**src/rtl/fsrq_pkg.sv**
```systemverilog
package fsrq_pkg;

  // ********************************************************
  // Flash bus geometry
  // ********************************************************
  localparam int ADDR_W = 22;  // Word address width
  localparam int DATA_W = 16;  // Word data width

  // ********************************************************
  // Command words and addresses
  // ********************************************************
  localparam logic [21:0] UNLOCK_ADDR_A = 22'h00_0555;  // First unlock address
  localparam logic [21:0] UNLOCK_ADDR_B = 22'h00_02AA;  // Second unlock address
  localparam logic [15:0] UNLOCK_DATA_A = 16'h00AA;  // First unlock data
  localparam logic [15:0] UNLOCK_DATA_B = 16'h0055;  // Second unlock data
  localparam logic [15:0] REGION_ENTER_DATA = 16'h0088;  // Secured region entry
  localparam logic [15:0] REGION_EXIT_DATA = 16'h0090;  // Secured region exit, cycle 3
  localparam logic [15:0] REGION_EXIT_ZERO = 16'h0000;  // Secured region exit, cycle 4
  localparam logic [15:0] PROGRAM_DATA = 16'h00A0;  // Program setup
  localparam logic [21:0] QUERY_ADDR = 22'h00_0055;  // Query entry address, word mode
  localparam logic [15:0] QUERY_DATA = 16'h0098;  // Query entry data
  localparam logic [15:0] RESET_DATA = 16'h00F0;  // Reset to array read

  // ********************************************************
  // Query table addresses and fixed values
  // ********************************************************
  localparam logic [21:0] QRY_FIRST = 22'h00_0010;  // First identification word
  localparam int QRY_LEN = 45;  // Words 10h through 3Ch
  localparam logic [7:0] QRY_Q = 8'h51;  // Identification letter one
  localparam logic [7:0] QRY_R = 8'h52;  // Identification letter two
  localparam logic [7:0] QRY_Y = 8'h59;  // Identification letter three
  localparam logic [7:0] SECURED_LAST = 8'h0F;  // Last random plus serial word

  // ********************************************************
  // Strobe timing
  // ********************************************************
  localparam int STROBE_NS = 70;  // Least strobe and access time
  localparam int CLK_NS = 8;  // System clock period
  localparam int STROBE_CYC = (STROBE_NS + CLK_NS - 1) / CLK_NS;  // Rounded up

  // ********************************************************
  // Request and answer carriers
  // ********************************************************
  typedef enum logic [2:0] {
    FSRQ_OP_READ = 3'd0,  // Plain array read
    FSRQ_OP_QUERY = 3'd1,  // Read whole query table and check it
    FSRQ_OP_REGION_RD = 3'd2,  // Read secured region words 0..15
    FSRQ_OP_REGION_PG = 3'd3,  // Program one secured region word
    FSRQ_OP_RESET = 3'd4  // Write reset command
  } fsrq_op_e;

  typedef struct packed {
    fsrq_op_e op;  // Operation
    logic [21:0] addr;  // Word address
    logic [15:0] data;  // Write data
  } fsrq_req_s;

  typedef struct packed {
    logic [15:0] data;  // Last read word
    logic query_ok;  // Query table matched
    logic factory_locked;  // Lock indicator seen
    logic refused;  // Request refused
  } fsrq_rsp_s;

  typedef struct packed {
    logic ce_n;  // Chip select
    logic we_n;  // Write strobe
    logic oe_n;  // Output enable
    logic [21:0] addr;  // Address
    logic [15:0] dq_out;  // Data out
    logic dq_oe;  // Data drive enable
  } fsrq_pins_s;

endpackage : fsrq_pkg

```
**src/rtl/fsrq_host.sv**
```systemverilog
`timescale 1ns/100ps
`default_nettype none
module fsrq_host
  import fsrq_pkg::*;
(
  input wire logic clk_sys,  // System clock, 125 MHz
  input wire logic rst_n,  // Asynchronous reset, active low
  input wire logic req_valid,  // Request present
  output logic req_ready,  // Request taken this cycle
  input wire fsrq_req_s req,  // Request contents
  input wire logic supply_ok,  // Supply above lockout threshold
  input wire logic lock_indicator_bit,  // Lock indicator from identification read
  output logic rsp_valid,  // Answer pulse
  output fsrq_rsp_s rsp,  // Answer, registered
  output fsrq_pins_s pins,  // Flash strobes and bus, registered
  input wire logic [15:0] dq_in  // Flash data in
);

  // ********************************************************
  // Query table expected from the device
  // ********************************************************
  // Table value for query word 10h + i
  function automatic logic [7:0] qry_val(input logic [5:0] i);
    case (i)
      6'd0: qry_val = QRY_Q;
      6'd1: qry_val = QRY_R;
      6'd2: qry_val = QRY_Y;
      6'd3: qry_val = 8'h02;
      6'd5: qry_val = 8'h40;
      6'd11: qry_val = 8'h27;
      6'd12: qry_val = 8'h36;
      6'd15: qry_val = 8'h04;
      6'd17: qry_val = 8'h0A;
      6'd19: qry_val = 8'h05;
      6'd21: qry_val = 8'h04;
      6'd23: qry_val = 8'h17;
      6'd24: qry_val = 8'h02;
      6'd28: qry_val = 8'h03;
      6'd29, 6'd37: qry_val = 8'h07;
      6'd31, 6'd39: qry_val = 8'h20;
      6'd33: qry_val = 8'h7D;
      6'd36: qry_val = 8'h01;
      default: qry_val = 8'h00;  // Reserved, alternate and region four words read zero
    endcase
  endfunction : qry_val

  // ********************************************************
  // Sequencer state
  // ********************************************************
  typedef enum logic [4:0] {
    S_IDLE = 5'b00001,  // Waiting for a request
    S_WR = 5'b00010,  // Write strobe low
    S_WGAP = 5'b00100,  // Strobes high between cycles
    S_RD = 5'b01000,  // Output enable low, sampling
    S_DONE = 5'b10000  // Answer pulse
  } fsrq_st_e;

  fsrq_st_e st, next_st;  // Current and next state
  logic [7:0] cnt, next_cnt;  // Strobe timer
  logic [3:0] step, next_step;  // Write cycle index within sequence
  logic [3:0] nsteps, next_nsteps;  // Write cycles before the read or the end
  logic [5:0] idx, next_idx;  // Read index in multi-word reads
  logic do_read, next_do_read;  // A read follows the writes
  fsrq_req_s cur, next_cur;  // Latched request
  fsrq_pins_s next_pins;  // Next pin values
  fsrq_rsp_s next_rsp;  // Next answer
  logic next_rsp_valid;  // Next answer pulse
  logic in_query, next_in_query;  // Host believes the device is in query mode

  // Command write cycle for step s of the current operation
  function automatic logic [37:0] seq_cycle(input fsrq_op_e op, input logic [3:0] s,
                                            input logic [21:0] a, input logic [15:0] d);
    logic [37:0] r;
    r = {a, d};
    case (op)
      FSRQ_OP_QUERY: r = {QUERY_ADDR, QUERY_DATA};
      FSRQ_OP_RESET: r = {UNLOCK_ADDR_A, RESET_DATA};
      default: begin
        // Region access: enter, optional program, then exit
        case (s)
          4'd0, 4'd3, 4'd7: r = {UNLOCK_ADDR_A, UNLOCK_DATA_A};
          4'd1, 4'd4, 4'd8: r = {UNLOCK_ADDR_B, UNLOCK_DATA_B};
          4'd2: r = {UNLOCK_ADDR_A, REGION_ENTER_DATA};
          // Reads exit on steps 3 to 6; programs put setup and data there first
          4'd5: r = (op == FSRQ_OP_REGION_PG) ? {UNLOCK_ADDR_A, PROGRAM_DATA} : {UNLOCK_ADDR_A, REGION_EXIT_DATA};
          4'd6: r = (op == FSRQ_OP_REGION_PG) ? {a, d} : {UNLOCK_ADDR_A, REGION_EXIT_ZERO};
          4'd9: r = {UNLOCK_ADDR_A, REGION_EXIT_DATA};
          default: r = {UNLOCK_ADDR_A, REGION_EXIT_ZERO};
        endcase
      end
    endcase
    seq_cycle = r;
  endfunction : seq_cycle

  // ********************************************************
  // Next state
  // ********************************************************
  always_comb begin
    next_st = st;
    next_cnt = cnt;
    next_step = step;
    next_nsteps = nsteps;
    next_idx = idx;
    next_do_read = do_read;
    next_cur = cur;
    next_pins = pins;
    next_rsp = rsp;
    next_rsp_valid = 1'b0;
    next_in_query = in_query;
    req_ready = 1'b0;
    case (st)
      S_IDLE: begin
        next_pins.ce_n = 1'b1;
        next_pins.we_n = 1'b1;
        next_pins.oe_n = 1'b1;
        next_pins.dq_oe = 1'b0;
        // Hold off while supply is low, writes would be lost
        if (req_valid && supply_ok) begin
          req_ready = 1'b1;
          next_cur = req;
          next_step = 4'd0;
          next_idx = 6'd0;
          next_cnt = 8'd0;
          next_rsp.refused = 1'b0;
          case (req.op)
            FSRQ_OP_READ: begin
              next_nsteps = 4'd0;
              next_do_read = 1'b1;
            end
            FSRQ_OP_QUERY: begin
              // Only taken from idle, once the previous sequence is over
              next_nsteps = 4'd1;
              next_do_read = 1'b1;
              next_in_query = 1'b1;
            end
            FSRQ_OP_RESET: begin
              next_nsteps = 4'd1;
              next_do_read = 1'b0;
              next_in_query = 1'b0;
            end
            FSRQ_OP_REGION_PG: begin
              // Never program a factory-locked region
              // Enter, setup, data, then the four exit cycles
              next_nsteps = 4'd11;
              next_do_read = 1'b0;
            end
            default: begin
              next_nsteps = 4'd3;
              next_do_read = 1'b1;
            end
          endcase
          if (req.op == FSRQ_OP_REGION_PG && lock_indicator_bit) begin
            next_rsp.refused = 1'b1;
            next_st = S_DONE;
          end else if (req.op == FSRQ_OP_READ) begin
            next_st = S_RD;
            next_pins.addr = req.addr;
            next_pins.ce_n = 1'b0;
            next_pins.oe_n = 1'b0;
          end else begin
            next_st = S_WR;
            {next_pins.addr, next_pins.dq_out} = seq_cycle(req.op, 4'd0, req.addr, req.data);
            next_pins.ce_n = 1'b0;
            next_pins.we_n = 1'b0;  // Output enable stays high
            next_pins.dq_oe = 1'b1;
          end
        end
      end
      S_WR: begin
        next_cnt = cnt + 8'd1;
        if (cnt == 8'(STROBE_CYC - 1)) begin
          next_cnt = 8'd0;
          next_pins.we_n = 1'b1;  // Rising edge latches the data
          next_pins.ce_n = 1'b1;
          next_st = S_WGAP;
        end
      end
      S_WGAP: begin
        next_cnt = cnt + 8'd1;
        if (cnt == 8'(STROBE_CYC - 1)) begin
          next_cnt = 8'd0;
          next_pins.dq_oe = 1'b0;
          if (step + 4'd1 < nsteps) begin
            next_step = step + 4'd1;
            {next_pins.addr, next_pins.dq_out} = seq_cycle(cur.op, step + 4'd1, cur.addr, cur.data);
            next_pins.ce_n = 1'b0;
            next_pins.we_n = 1'b0;
            next_pins.dq_oe = 1'b1;
            next_st = S_WR;
          end else if (do_read) begin
            next_st = S_RD;
            next_pins.ce_n = 1'b0;
            next_pins.oe_n = 1'b0;
            // Query reads start at 10h, region reads at boot word 0
            next_pins.addr = (cur.op == FSRQ_OP_QUERY) ? QRY_FIRST :
                             (cur.op == FSRQ_OP_READ) ? cur.addr : 22'h00_0000;
          end else begin
            next_st = S_DONE;
          end
        end
      end
      S_RD: begin
        next_cnt = cnt + 8'd1;
        if (cnt == 8'(STROBE_CYC - 1)) begin
          next_cnt = 8'd0;
          next_rsp.data = dq_in;
          if (cur.op == FSRQ_OP_QUERY) begin
            // Upper byte must be zero in word mode
            if (idx == 6'd0)
              next_rsp.query_ok = (dq_in == {8'h00, qry_val(idx)});
            else
              next_rsp.query_ok = rsp.query_ok && (dq_in == {8'h00, qry_val(idx)});
          end
          if (cur.op == FSRQ_OP_QUERY && idx < 6'(QRY_LEN - 1) ||
              cur.op == FSRQ_OP_REGION_RD && idx < 6'(SECURED_LAST)) begin
            next_idx = idx + 6'd1;
            next_pins.addr = pins.addr + 22'h00_0001;
          end else begin
            next_pins.oe_n = 1'b1;
            next_pins.ce_n = 1'b1;
            if (cur.op == FSRQ_OP_REGION_RD) begin
              // Leave the region with the exit sequence
              next_step = 4'd2;
              next_nsteps = 4'd7;
              next_do_read = 1'b0;
              next_st = S_WGAP;
            end else begin
              next_st = S_DONE;
            end
          end
        end
      end
      S_DONE: begin
        next_rsp_valid = 1'b1;
        next_rsp.factory_locked = lock_indicator_bit;
        next_st = S_IDLE;
      end
      default: next_st = S_IDLE;
    endcase
  end

  // Region reads exit on steps 3 to 6, region programs on steps 7 to 10
  // ********************************************************
  // State registers
  // ********************************************************
  always_ff @(posedge clk_sys or negedge rst_n) begin
    if (!rst_n) begin
      st <= S_IDLE;
      cnt <= 8'd0;
      step <= 4'd0;
      nsteps <= 4'd0;
      idx <= 6'd0;
      do_read <= 1'b0;
      cur <= '0;
      pins <= '{ce_n: 1'b1, we_n: 1'b1, oe_n: 1'b1, addr: 22'h00_0000, dq_out: 16'h0000, dq_oe: 1'b0};
      rsp <= '0;
      rsp_valid <= 1'b0;
      in_query <= 1'b0;
    end else begin
      st <= next_st;
      cnt <= next_cnt;
      step <= next_step;
      nsteps <= next_nsteps;
      idx <= next_idx;
      do_read <= next_do_read;
      cur <= next_cur;
      pins <= next_pins;
      rsp <= next_rsp;
      rsp_valid <= next_rsp_valid;
      in_query <= next_in_query;
    end
  end

  // ********************************************************
  // Checks
  // ********************************************************
  a_write_strobe_legal: assert property (@(posedge clk_sys) disable iff (!rst_n)
    !pins.we_n |-> (!pins.ce_n && pins.oe_n)) else $error("write without select or with enable low");
  a_no_locked_program: assert property (@(posedge clk_sys) disable iff (!rst_n)
    (st == S_IDLE && req_valid && req.op == FSRQ_OP_REGION_PG && lock_indicator_bit && supply_ok)
    |=> (st == S_DONE && rsp.refused)) else $error("program to locked region not refused");
  a_low_supply_hold: assert property (@(posedge clk_sys) disable iff (!rst_n)
    (st == S_IDLE && !supply_ok) |-> !req_ready) else $error("request taken below lockout");
  a_query_entry: assert property (@(posedge clk_sys) disable iff (!rst_n)
    (st == S_IDLE && req_ready && req.op == FSRQ_OP_QUERY)
    |=> (pins.addr == QUERY_ADDR && pins.dq_out == QUERY_DATA && !pins.we_n)) else $error("bad query entry");
  a_reset_cmd: assert property (@(posedge clk_sys) disable iff (!rst_n)
    (st == S_IDLE && req_ready && req.op == FSRQ_OP_RESET)
    |=> pins.dq_out == RESET_DATA ##1 !in_query) else $error("bad reset command");
  a_strobe_width: assert property (@(posedge clk_sys) disable iff (!rst_n)
    $fell(pins.we_n) |-> !pins.we_n [*8]) else $error("write strobe too short");
  a_query_first_addr: assert property (@(posedge clk_sys) disable iff (!rst_n)
    (st == S_WGAP && next_st == S_RD && cur.op == FSRQ_OP_QUERY)
    |=> (pins.addr == QRY_FIRST && !pins.oe_n && pins.we_n)) else $error("query read not started at first word");
  a_region_exit: assert property (@(posedge clk_sys) disable iff (!rst_n)
    (st == S_RD && cur.op == FSRQ_OP_REGION_RD && next_st == S_WGAP)
    |=> ##[1:200] (!pins.we_n && pins.dq_out == REGION_EXIT_DATA)) else $error("region not exited");

endmodule : fsrq_host
`default_nettype wire

```
**config.mk**
```make
export PLATFORM = sky130hd
export DESIGN_NAME = fsrq_host
export DESIGN_NICKNAME = d
export VERILOG_FILES = /design/src/rtl/fsrq_pkg.sv /design/src/rtl/fsrq_host.sv
export SDC_FILE = /design/constraint.sdc
export NUM_CORES = 1
export LEC_CHECK = 0
export ABC_AREA = 0
export BUFFER_PORTS_ARGS = -buffer_cell sky130_fd_sc_hd__buf_2
export CORE_MARGIN = 1.5
export CORE_UTILIZATION = 45
export CTS_CLUSTER_DIAMETER = 40
export CTS_CLUSTER_SIZE = 20
export DETAILED_ROUTE_END_ITERATION = 8
export GPL_ROUTABILITY_DRIVEN = 0
export GPL_TIMING_DRIVEN = 0
export MAX_ROUTING_LAYER = met4
export PLACE_DENSITY_LB_ADDON = 0.3
export SYNTH_ARGS = -nofsm -noshare
export SYNTH_HDL_FRONTEND = slang
export SYNTH_SLANG_ARGS = --single-unit
```
**constraint.sdc**
```tcl
create_clock -name clk_sys -period 4.5 [get_ports clk_sys]
set_clock_uncertainty 0.15 [all_clocks]
set_input_delay 0.45 -clock clk_sys [delete_from_list [all_inputs] [get_ports clk_sys]]
set_output_delay 0.45 -clock clk_sys [all_outputs]
set_load 0.02 [all_outputs]
```
==> results of run 1 <==
-- critical path, stage by stage (launching register included) --
cell,delay (ns)
sky130_fd_sc_hd__dfrtp_1,0.46
sky130_fd_sc_hd__or3_4,0.42
sky130_fd_sc_hd__nor3b_2,0.39
sky130_fd_sc_hd__nand3_2,0.22
sky130_fd_sc_hd__inv_1,0.15
sky130_fd_sc_hd__buf_2,0.27
sky130_fd_sc_hd__buf_2,0.34
sky130_fd_sc_hd__buf_2,0.23
-- cell families (layout without fill, tap and decap cells) --
group / after synthesis / in the layout
mux: 19 / 19
compound gates: 196 / 196
flops: 131 / 131
fa+ha+maj: 17 / 17
xor+xnor: 39 / 39
simple gates: 401 / 401
buf+inv: 68 / 224
-- registers in the layout, summed over array words and instances, names as in the netlist --
signal / flops
cur: 41
cnt: 8
do_read: 1
step: 4
idx: 6
st: 5
rsp: 19
pins: 42
nsteps: 4
rsp_valid: 1
-- final cells by class --
type | instances | area, µm²
Sequential cell | 131 | 3280
Timing Repair Buffer | 124 | 654
Clock buffer | 24 | 472
Clock inverter | 8 | 55.1
Buffer | 48 | 248
Tap cell | 220 | 275
Fill cell | 1568 | 7460
Inverter | 20 | 75.1
Multi-Input combinational cell | 672 | 4000
-- how the worst max path moves through the flow --
stage | start | endpoint | slack, ns
detailed placement | step[0] | pins[22] | 1.33
finish | st[2] | req_ready | 1.0
global placement | rst_n | cur[32] | 0.92
CTS | st[2] | req_ready | 1.03
global route | st[2] | req_ready | 0.85
floorplan | step[0] | step[1] | 1.83
-- power breakdown --
group	leakage, nW	switching (mW)	internal [mW]
registers	1.64	0.329	1.56
logic	2.33	1.15	0.700
clock network	0.251	0.532	0.732
-- through the flow --
stage | cells | hold WS, ns | cell area, µm² | util (%) | power (mW)
floorplan | 871 | 0.00441 | 7600 | - | 3.13
global placement | 1213 | 0.297 | 8490 | 51.4 | 3.69
detailed placement | 1214 | 0.302 | 8520 | 51.6 | 3.73
CTS | 1247 | 0.0444 | 9060 | 54.8 | 5.00
global route | 1247 | 0.0663 | 9060 | 54.8 | 5.30
finish | 1247 | 0.0570 | 9060 | 54.8 | 5.00
-- cells in the final DEF, fill, tap and decap left out, types with 4 or more instances in the layout --
cell type,synthesis,final
sky130_fd_sc_hd__a211oi_1,8,8
sky130_fd_sc_hd__a21o_1,8,8
sky130_fd_sc_hd__a21oi_1,35,35
sky130_fd_sc_hd__a221oi_1,5,5
sky130_fd_sc_hd__a22oi_1,11,11
sky130_fd_sc_hd__a31oi_1,24,24
sky130_fd_sc_hd__and2_1,6,6
sky130_fd_sc_hd__and3_1,7,7
sky130_fd_sc_hd__and4_1,5,5
sky130_fd_sc_hd__buf_2,15,136
sky130_fd_sc_hd__buf_4,5,5
sky130_fd_sc_hd__buf_6,4,5
sky130_fd_sc_hd__clkbuf_1,24,29
sky130_fd_sc_hd__clkbuf_16,0,17
sky130_fd_sc_hd__dfrtp_1,127,127
sky130_fd_sc_hd__dfstp_2,4,4
sky130_fd_sc_hd__ha_1,17,17
sky130_fd_sc_hd__inv_1,20,20
sky130_fd_sc_hd__mux2_2,19,19
sky130_fd_sc_hd__nand2_1,208,208
sky130_fd_sc_hd__nand2b_1,5,5
sky130_fd_sc_hd__nand3_1,25,25
sky130_fd_sc_hd__nand4_1,4,4
sky130_fd_sc_hd__nor2_1,78,78
sky130_fd_sc_hd__nor2b_1,5,5
sky130_fd_sc_hd__nor3_1,16,16
sky130_fd_sc_hd__nor3b_1,4,4
sky130_fd_sc_hd__nor4_1,4,4
sky130_fd_sc_hd__o21ai_0,47,47
sky130_fd_sc_hd__o22a_1,4,4
sky130_fd_sc_hd__o22ai_1,10,10
sky130_fd_sc_hd__o31ai_1,7,7
sky130_fd_sc_hd__xnor2_1,17,17
sky130_fd_sc_hd__xor2_1,20,20
-- cell usage after synthesis, drive strengths merged, types with 7 or more instances --
| cell type | n |
|---|---|
| a211oi | 8 |
| a21o | 8 |
| a21oi | 35 |
| a22oi | 11 |
| a31oi | 25 |
| and2 | 7 |
| and3 | 7 |
| buf | 24 |
| clkbuf | 24 |
| dfrtp | 127 |
| ha | 17 |
| inv | 20 |
| mux2 | 19 |
| nand2 | 209 |
| nand3 | 27 |
| nor2 | 81 |
| nor3 | 18 |
| nor4 | 7 |
| o21ai | 51 |
| o22ai | 10 |
| o31ai | 7 |
| xnor2 | 19 |
| xor2 | 20 |
-- per-layer routing --
| layer | global-route usage, % | wire [µm] |
|---|---|---|
| met1 | 33.9 | 9750 |
| met2 | 39.4 | 9950 |
| met3 | 5.21 | 1270 |
| met4 | 8.42 | 418 |
| met5 | - | 0 |
==> results.toml, run 1 <==
[status]
status = "finished, final reports clean"

[place]
port_buffers = 122
place_hpwl_um = 15200
place_ws_ns = 1.33

[floorplanning]
die_area_um2 = 17700
die_width_um = 133
starting_density_pct = 46.0
design.core.area_um2 = 16500
rows = 47
vertical_die_dimension_um = 133
io_pins = 125

[sta]
worst_slew_margin_rel_pct = 36.3
min_period_over_period_pct = 77.8
fmaxAchievable_mhz = 286
final-max-slew-violation-count = 0
final.setup.worst_slack_ns = 0.998
final_report_setup_violation_count = 0
worst_slew_pin_slew_ns = 0.947
hold_viol_final = 0
setup_repair_after_global_routing_missed_its_margin = "false"
period_minus_slack_ns = 3.50
setup-tns-final_ns = 0

[synthesis]
mappedNetlistNets = 950
synth-seq-cells = 131
netlist_area_um2 = 7600
synth_area_in_compound_gates_pct = 17.2
post_synth_mux_area_share_pct = 2.81
postSynthCellCount = 871
number_of_enable_type_register_cells_in_the_synthesized_netlist = 0
synth_top_cell_by_area = "sky130_fd_sc_hd__dfrtp_1"
synth-seq-area-share_pct = 43.2
synth_simple_gate_area_share_pct = 24.9
synth-warning-count = 0
ys_dominant_reg_cell = "sky130_fd_sc_hd__dfrtp_1"
synth_top_family_by_area = "simple AND/OR/NAND/NOR gates"
netlist.area_leader.share_pct = 41.8
post_synth_num_cell_types = 81
synth-async-reset-ratio_pct = 100
synth_area_leaders = "sky130_fd_sc_hd__dfrtp_1, sky130_fd_sc_hd__nand2_1, sky130_fd_sc_hd__nor2_1"
avgSynthCellArea_um2 = 8.73
synthXorXnorAreaFrac_pct = 4.84
yosys.area_share.adder_pct = 2.80

[clock_tree]
ctsHoldBuffers = 1
max-clock-path-buffers = 2
clock_latency_of_the_later_clocked_register_in_the_worst_skew_pair_ns = 0.43
ctsResizeCount = 0
postCtsSetupBuffers = 0
clk_pin_slew_ns = 0.06
numClockSinks = 131
htree_levels = 4
cts_tree = "yes"
numCtsBuffers = 17
cell_at_the_root_of_the_clock_tree = "sky130_fd_sc_hd__clkbuf_16"

[critical_path]
worst-r2r-setup-slack_ns = 1.32
critPathLaunchType = "flip-flop"
required_ns = 3.90
critical_path.max_fanout = 10
worstReg2RegStart = "step[0]"
worst_path_arrival_time_ns = 2.90
end_kind = "primary output"
critPathKind = "reg2out"
timing.reg2reg.worst_path_depth = 10
reg_to_reg_end = "pins[22]"

[route]
routed_via_density = 5.57
postRouteWirelength_um = 21400
dr.pass1.iters = 5
route.vias.total = 6941
drt_iter0_drc = 597
antenna_violating_nets_post_route = 0
drc_errors = 0
drt-wirelength-per-cell_um = 17.2

[job]
max_cap_viol_count = 0

[grt]
antenna_found_initial = 0
grt_pass1_wl_um = 34500
globalRouteTotalUtil_pct = 25.6
grt_max_degree = 76
overflow = 0
grt_pass1_vias = 6617

[finish]
finish.net_count = 1093
drive_above_1_share_pct = 22.6
n_antenna_cell = 0
area.growth.synth_to_final_pct = 19.2

[power]
power.ir.vdd_worst_mv = 0.336
power_per_cell_area_nw_per_um2 = 551
leakagePower_nw = 4.22

[worst_hold_path]
worstHoldStart = "req[12]"
hp-class = "in2reg"
hold_end = "cur[12]"
whs_path_depth = 3
No activity file was read; power rests on OpenSTA's default activity.
==> inputs of run 2 (changes only) <==
Settings changed: ABC_AREA 0 to 1.
Clock period 4.5 ns to 3.2 ns, I/O delays scaled along.
==> run 2 against run 1 <==
- global-route usage rose by 0.65 points
- cell count rose by 28%
- count of clock-buffer cells in the layout fell by 7
- via count rose by 19%
- synthesized area rose by 7.0%
- sequential power rose by 42%
- critical path type unchanged
- die area rose by 6.8%
- worst hold slack got worse by 0.045 ns
- combinational power rose by 120%
- power rose by 75%
- sequential cell count did not move
- register-to-register slack got worse by 0.97 ns
- critical endpoint unchanged
==> results.toml, run 2 <==
[synthesis]
postSynthCellCount = 1173
post_synth_num_cell_types = 48
synth_area_leaders = "sky130_fd_sc_hd__dfrtp_1, sky130_fd_sc_hd__nand2_1, sky130_fd_sc_hd__nand3_1"
synthMostInstantiatedCell = "sky130_fd_sc_hd__nand2_1"
synth_top_cell_by_area = "sky130_fd_sc_hd__dfrtp_1"
synth-async-reset-ratio_pct = 100
synth-seq-cells = 131
mappedNetlistNets = 1252
avgSynthCellArea_um2 = 6.93
netlist.area_leader.share_pct = 39.1
number_of_enable_type_register_cells_in_the_synthesized_netlist = 0
yosys-top-cells-count = "sky130_fd_sc_hd__nand2_1, sky130_fd_sc_hd__inv_1, sky130_fd_sc_hd__dfrtp_1"
ys_dominant_reg_cell = "sky130_fd_sc_hd__dfrtp_1"
netlist_area_um2 = 8130
synth-seq-area-share_pct = 40.4
synth-warning-count = 0

[finish]
mostFrequentLayoutCells = "sky130_fd_sc_hd__nand2_1, sky130_fd_sc_hd__inv_1, sky130_fd_sc_hd__buf_2"
final_design_area_no_fill_um2 = 10000
layout.cells.most_common = "sky130_fd_sc_hd__nand2_1"
largest-register = "pins"
drive_above_1_share_pct = 17.7
largest_reg_flops = 42
area.growth.synth_to_final_pct = 23.3
finish.net_count = 1431
top_regs = "pins (42), cur (41), rsp (19)"
final-instance-count-excl-fill = 1592
finish.utilization_pct = 57.4

[power]
combPwrFrac_pct = 46.2
pwr-share-seq_pct = 30.7
power.switching_fraction_pct = 46.8
p_sw_mw = 4.09
p_total_mw = 8.73
power_per_cell_area_nw_per_um2 = 871
power.clock.fraction_pct = 23.1
power.ir.vdd_worst_mv = 0.453
internal-power_mw = 4.64
leakagePower_nw = 5.26

[place]
port_buffers = 124
placed_cells = 1523
post_dp_area_um2 = 9070
place_hpwl_um = 16700

[grt]
grt_max_degree = 76
antenna_found_initial = 1
globalRouteTotalUtil_pct = 26.3
overflow = 0
grt_pass1_wl_um = 37500
grt_pass1_vias = 7495

[sta]
final-max-slew-violation-count = 0
setup_repair_after_global_routing_missed_its_margin = "false"
worst_slew_pin_slew_ns = 0.709
min_period_over_period_pct = 92.5
whs_ns = 0.0117
final_report_setup_violation_count = 0
period_minus_slack_ns = 2.96
worst_slew_margin_rel_pct = 52.5
hold_viol_final = 0
fmaxAchievable_mhz = 338

[clock_tree]
cell_at_the_root_of_the_clock_tree = "sky130_fd_sc_hd__clkbuf_16"
cts_tree = "yes"
numClockSinks = 131
max-clock-path-buffers = 2
clk_pin_slew_ns = 0.07
ctsHoldBuffers = 35
numCtsBuffers = 17
postCtsSetupBuffers = 0
clock_latency_of_the_later_clocked_register_in_the_worst_skew_pair_ns = 0.43
htree_levels = 4
ctsResizeCount = 0

[route]
drc_errors = 0
dr.pass1.iters = 5
routed_via_density = 5.18
postRouteWirelength_um = 23300
drt_iter0_drc = 676
drt-wirelength-per-cell_um = 14.6
route.vias.total = 8239
antenna_violating_nets_post_route = 0

[worst_hold_path]
hp-class = "in2reg"

[floorplanning]
die_area_um2 = 18900
vertical_die_dimension_um = 137
design.core.area_um2 = 17500
rows = 48
die_width_um = 137
io_pins = 125
starting_density_pct = 46.5

[critical_path]
end_kind = "primary output"
critPathKind = "reg2out"
required_ns = 2.73
critical_path.max_fanout = 10
worst_path_arrival_time_ns = 2.49
critPathLaunchType = "flip-flop"

[status]
status = "finished, final reports clean"

[job]
max_cap_viol_count = 0
-- run 2: path summary, 6_finish.rpt --
kind	from	to	slack, ns	depth (start not counted)
min	req[27]	cur[27]	0.01	3
max reg2reg	step[0]	pins[19]	0.35	12
max	st[2]	req_ready	0.24	6
max in group asynchronous	rst_n	pins[41]	1.86	3
min reg2reg	cur[10]	cur[10]	0.32	2
min in group asynchronous	rst_n	rsp[12]	0.25	2
-- run 2: area by class of cell --
class / count / area [µm²]
clock buffers: 17 / 425
flip-flops and latches: 131 / 3280
well taps: 225 / 282
fillers: 1617 / 7450
inverters: 158 / 602
repair buffers: 160 / 1000
diodes: 2 / 5.00
multi-input cells: 846 / 4050
plain buffers: 38 / 195
clock inverters: 15 / 176
-- run 2: per-stage QoR --
step	worst slack, ns	setup TNS (ns)
final	0.239	0
after global routing	0.102	0
after CTS	0.216	0
after detailed placement	0.450	0
after global placement	-0.183	-21.63
after floorplan	0.889	0
-- run 2: metal layers --
layer  global-route usage [%]  part of all wire [%]  up-vias
met5                        -                     0        -
met4                     8.36                   1.8        0
met3                     4.67                   7.4       44
met2                     39.6                    45      325
met1                     35.9                    46     3748
li1                         -                     -     4122
-- run 2: kinds of logic (layout without fill, tap and decap cells) --
kind of cell	after synthesis	count (layout)	share of synthesized area, %
AOI/OAI and AO/OA	174	174	11.7
xor gates and xnor gates	2	2	0.215
adders and majority gates	17	17	2.61
buffers and inverters	196	388	9.80
DFF	131	131	40.4
muxes	1	1	0.138
other	0	2	0
and+or+nand+nor	652	652	35.2
-- run 2: power groups by stage --
stage	Clock (mW)	Combinational, mW	Sequential (mW)
after global placement	0	3.86	2.67
after CTS	2.04	3.99	2.66
final	2.02	4.04	2.68
after floorplan	0	2.63	2.80
after detailed placement	0	3.93	2.68
after global routing	2.12	4.52	2.74
-- run 2: critical path, stage by stage, from the launching register on --
cell,delay [ns]
sky130_fd_sc_hd__dfrtp_1,0.42
sky130_fd_sc_hd__nor2_1,0.17
sky130_fd_sc_hd__nand4_2,0.25
sky130_fd_sc_hd__nor2_1,0.32
sky130_fd_sc_hd__buf_2,0.33
sky130_fd_sc_hd__buf_2,0.33
sky130_fd_sc_hd__buf_2,0.23
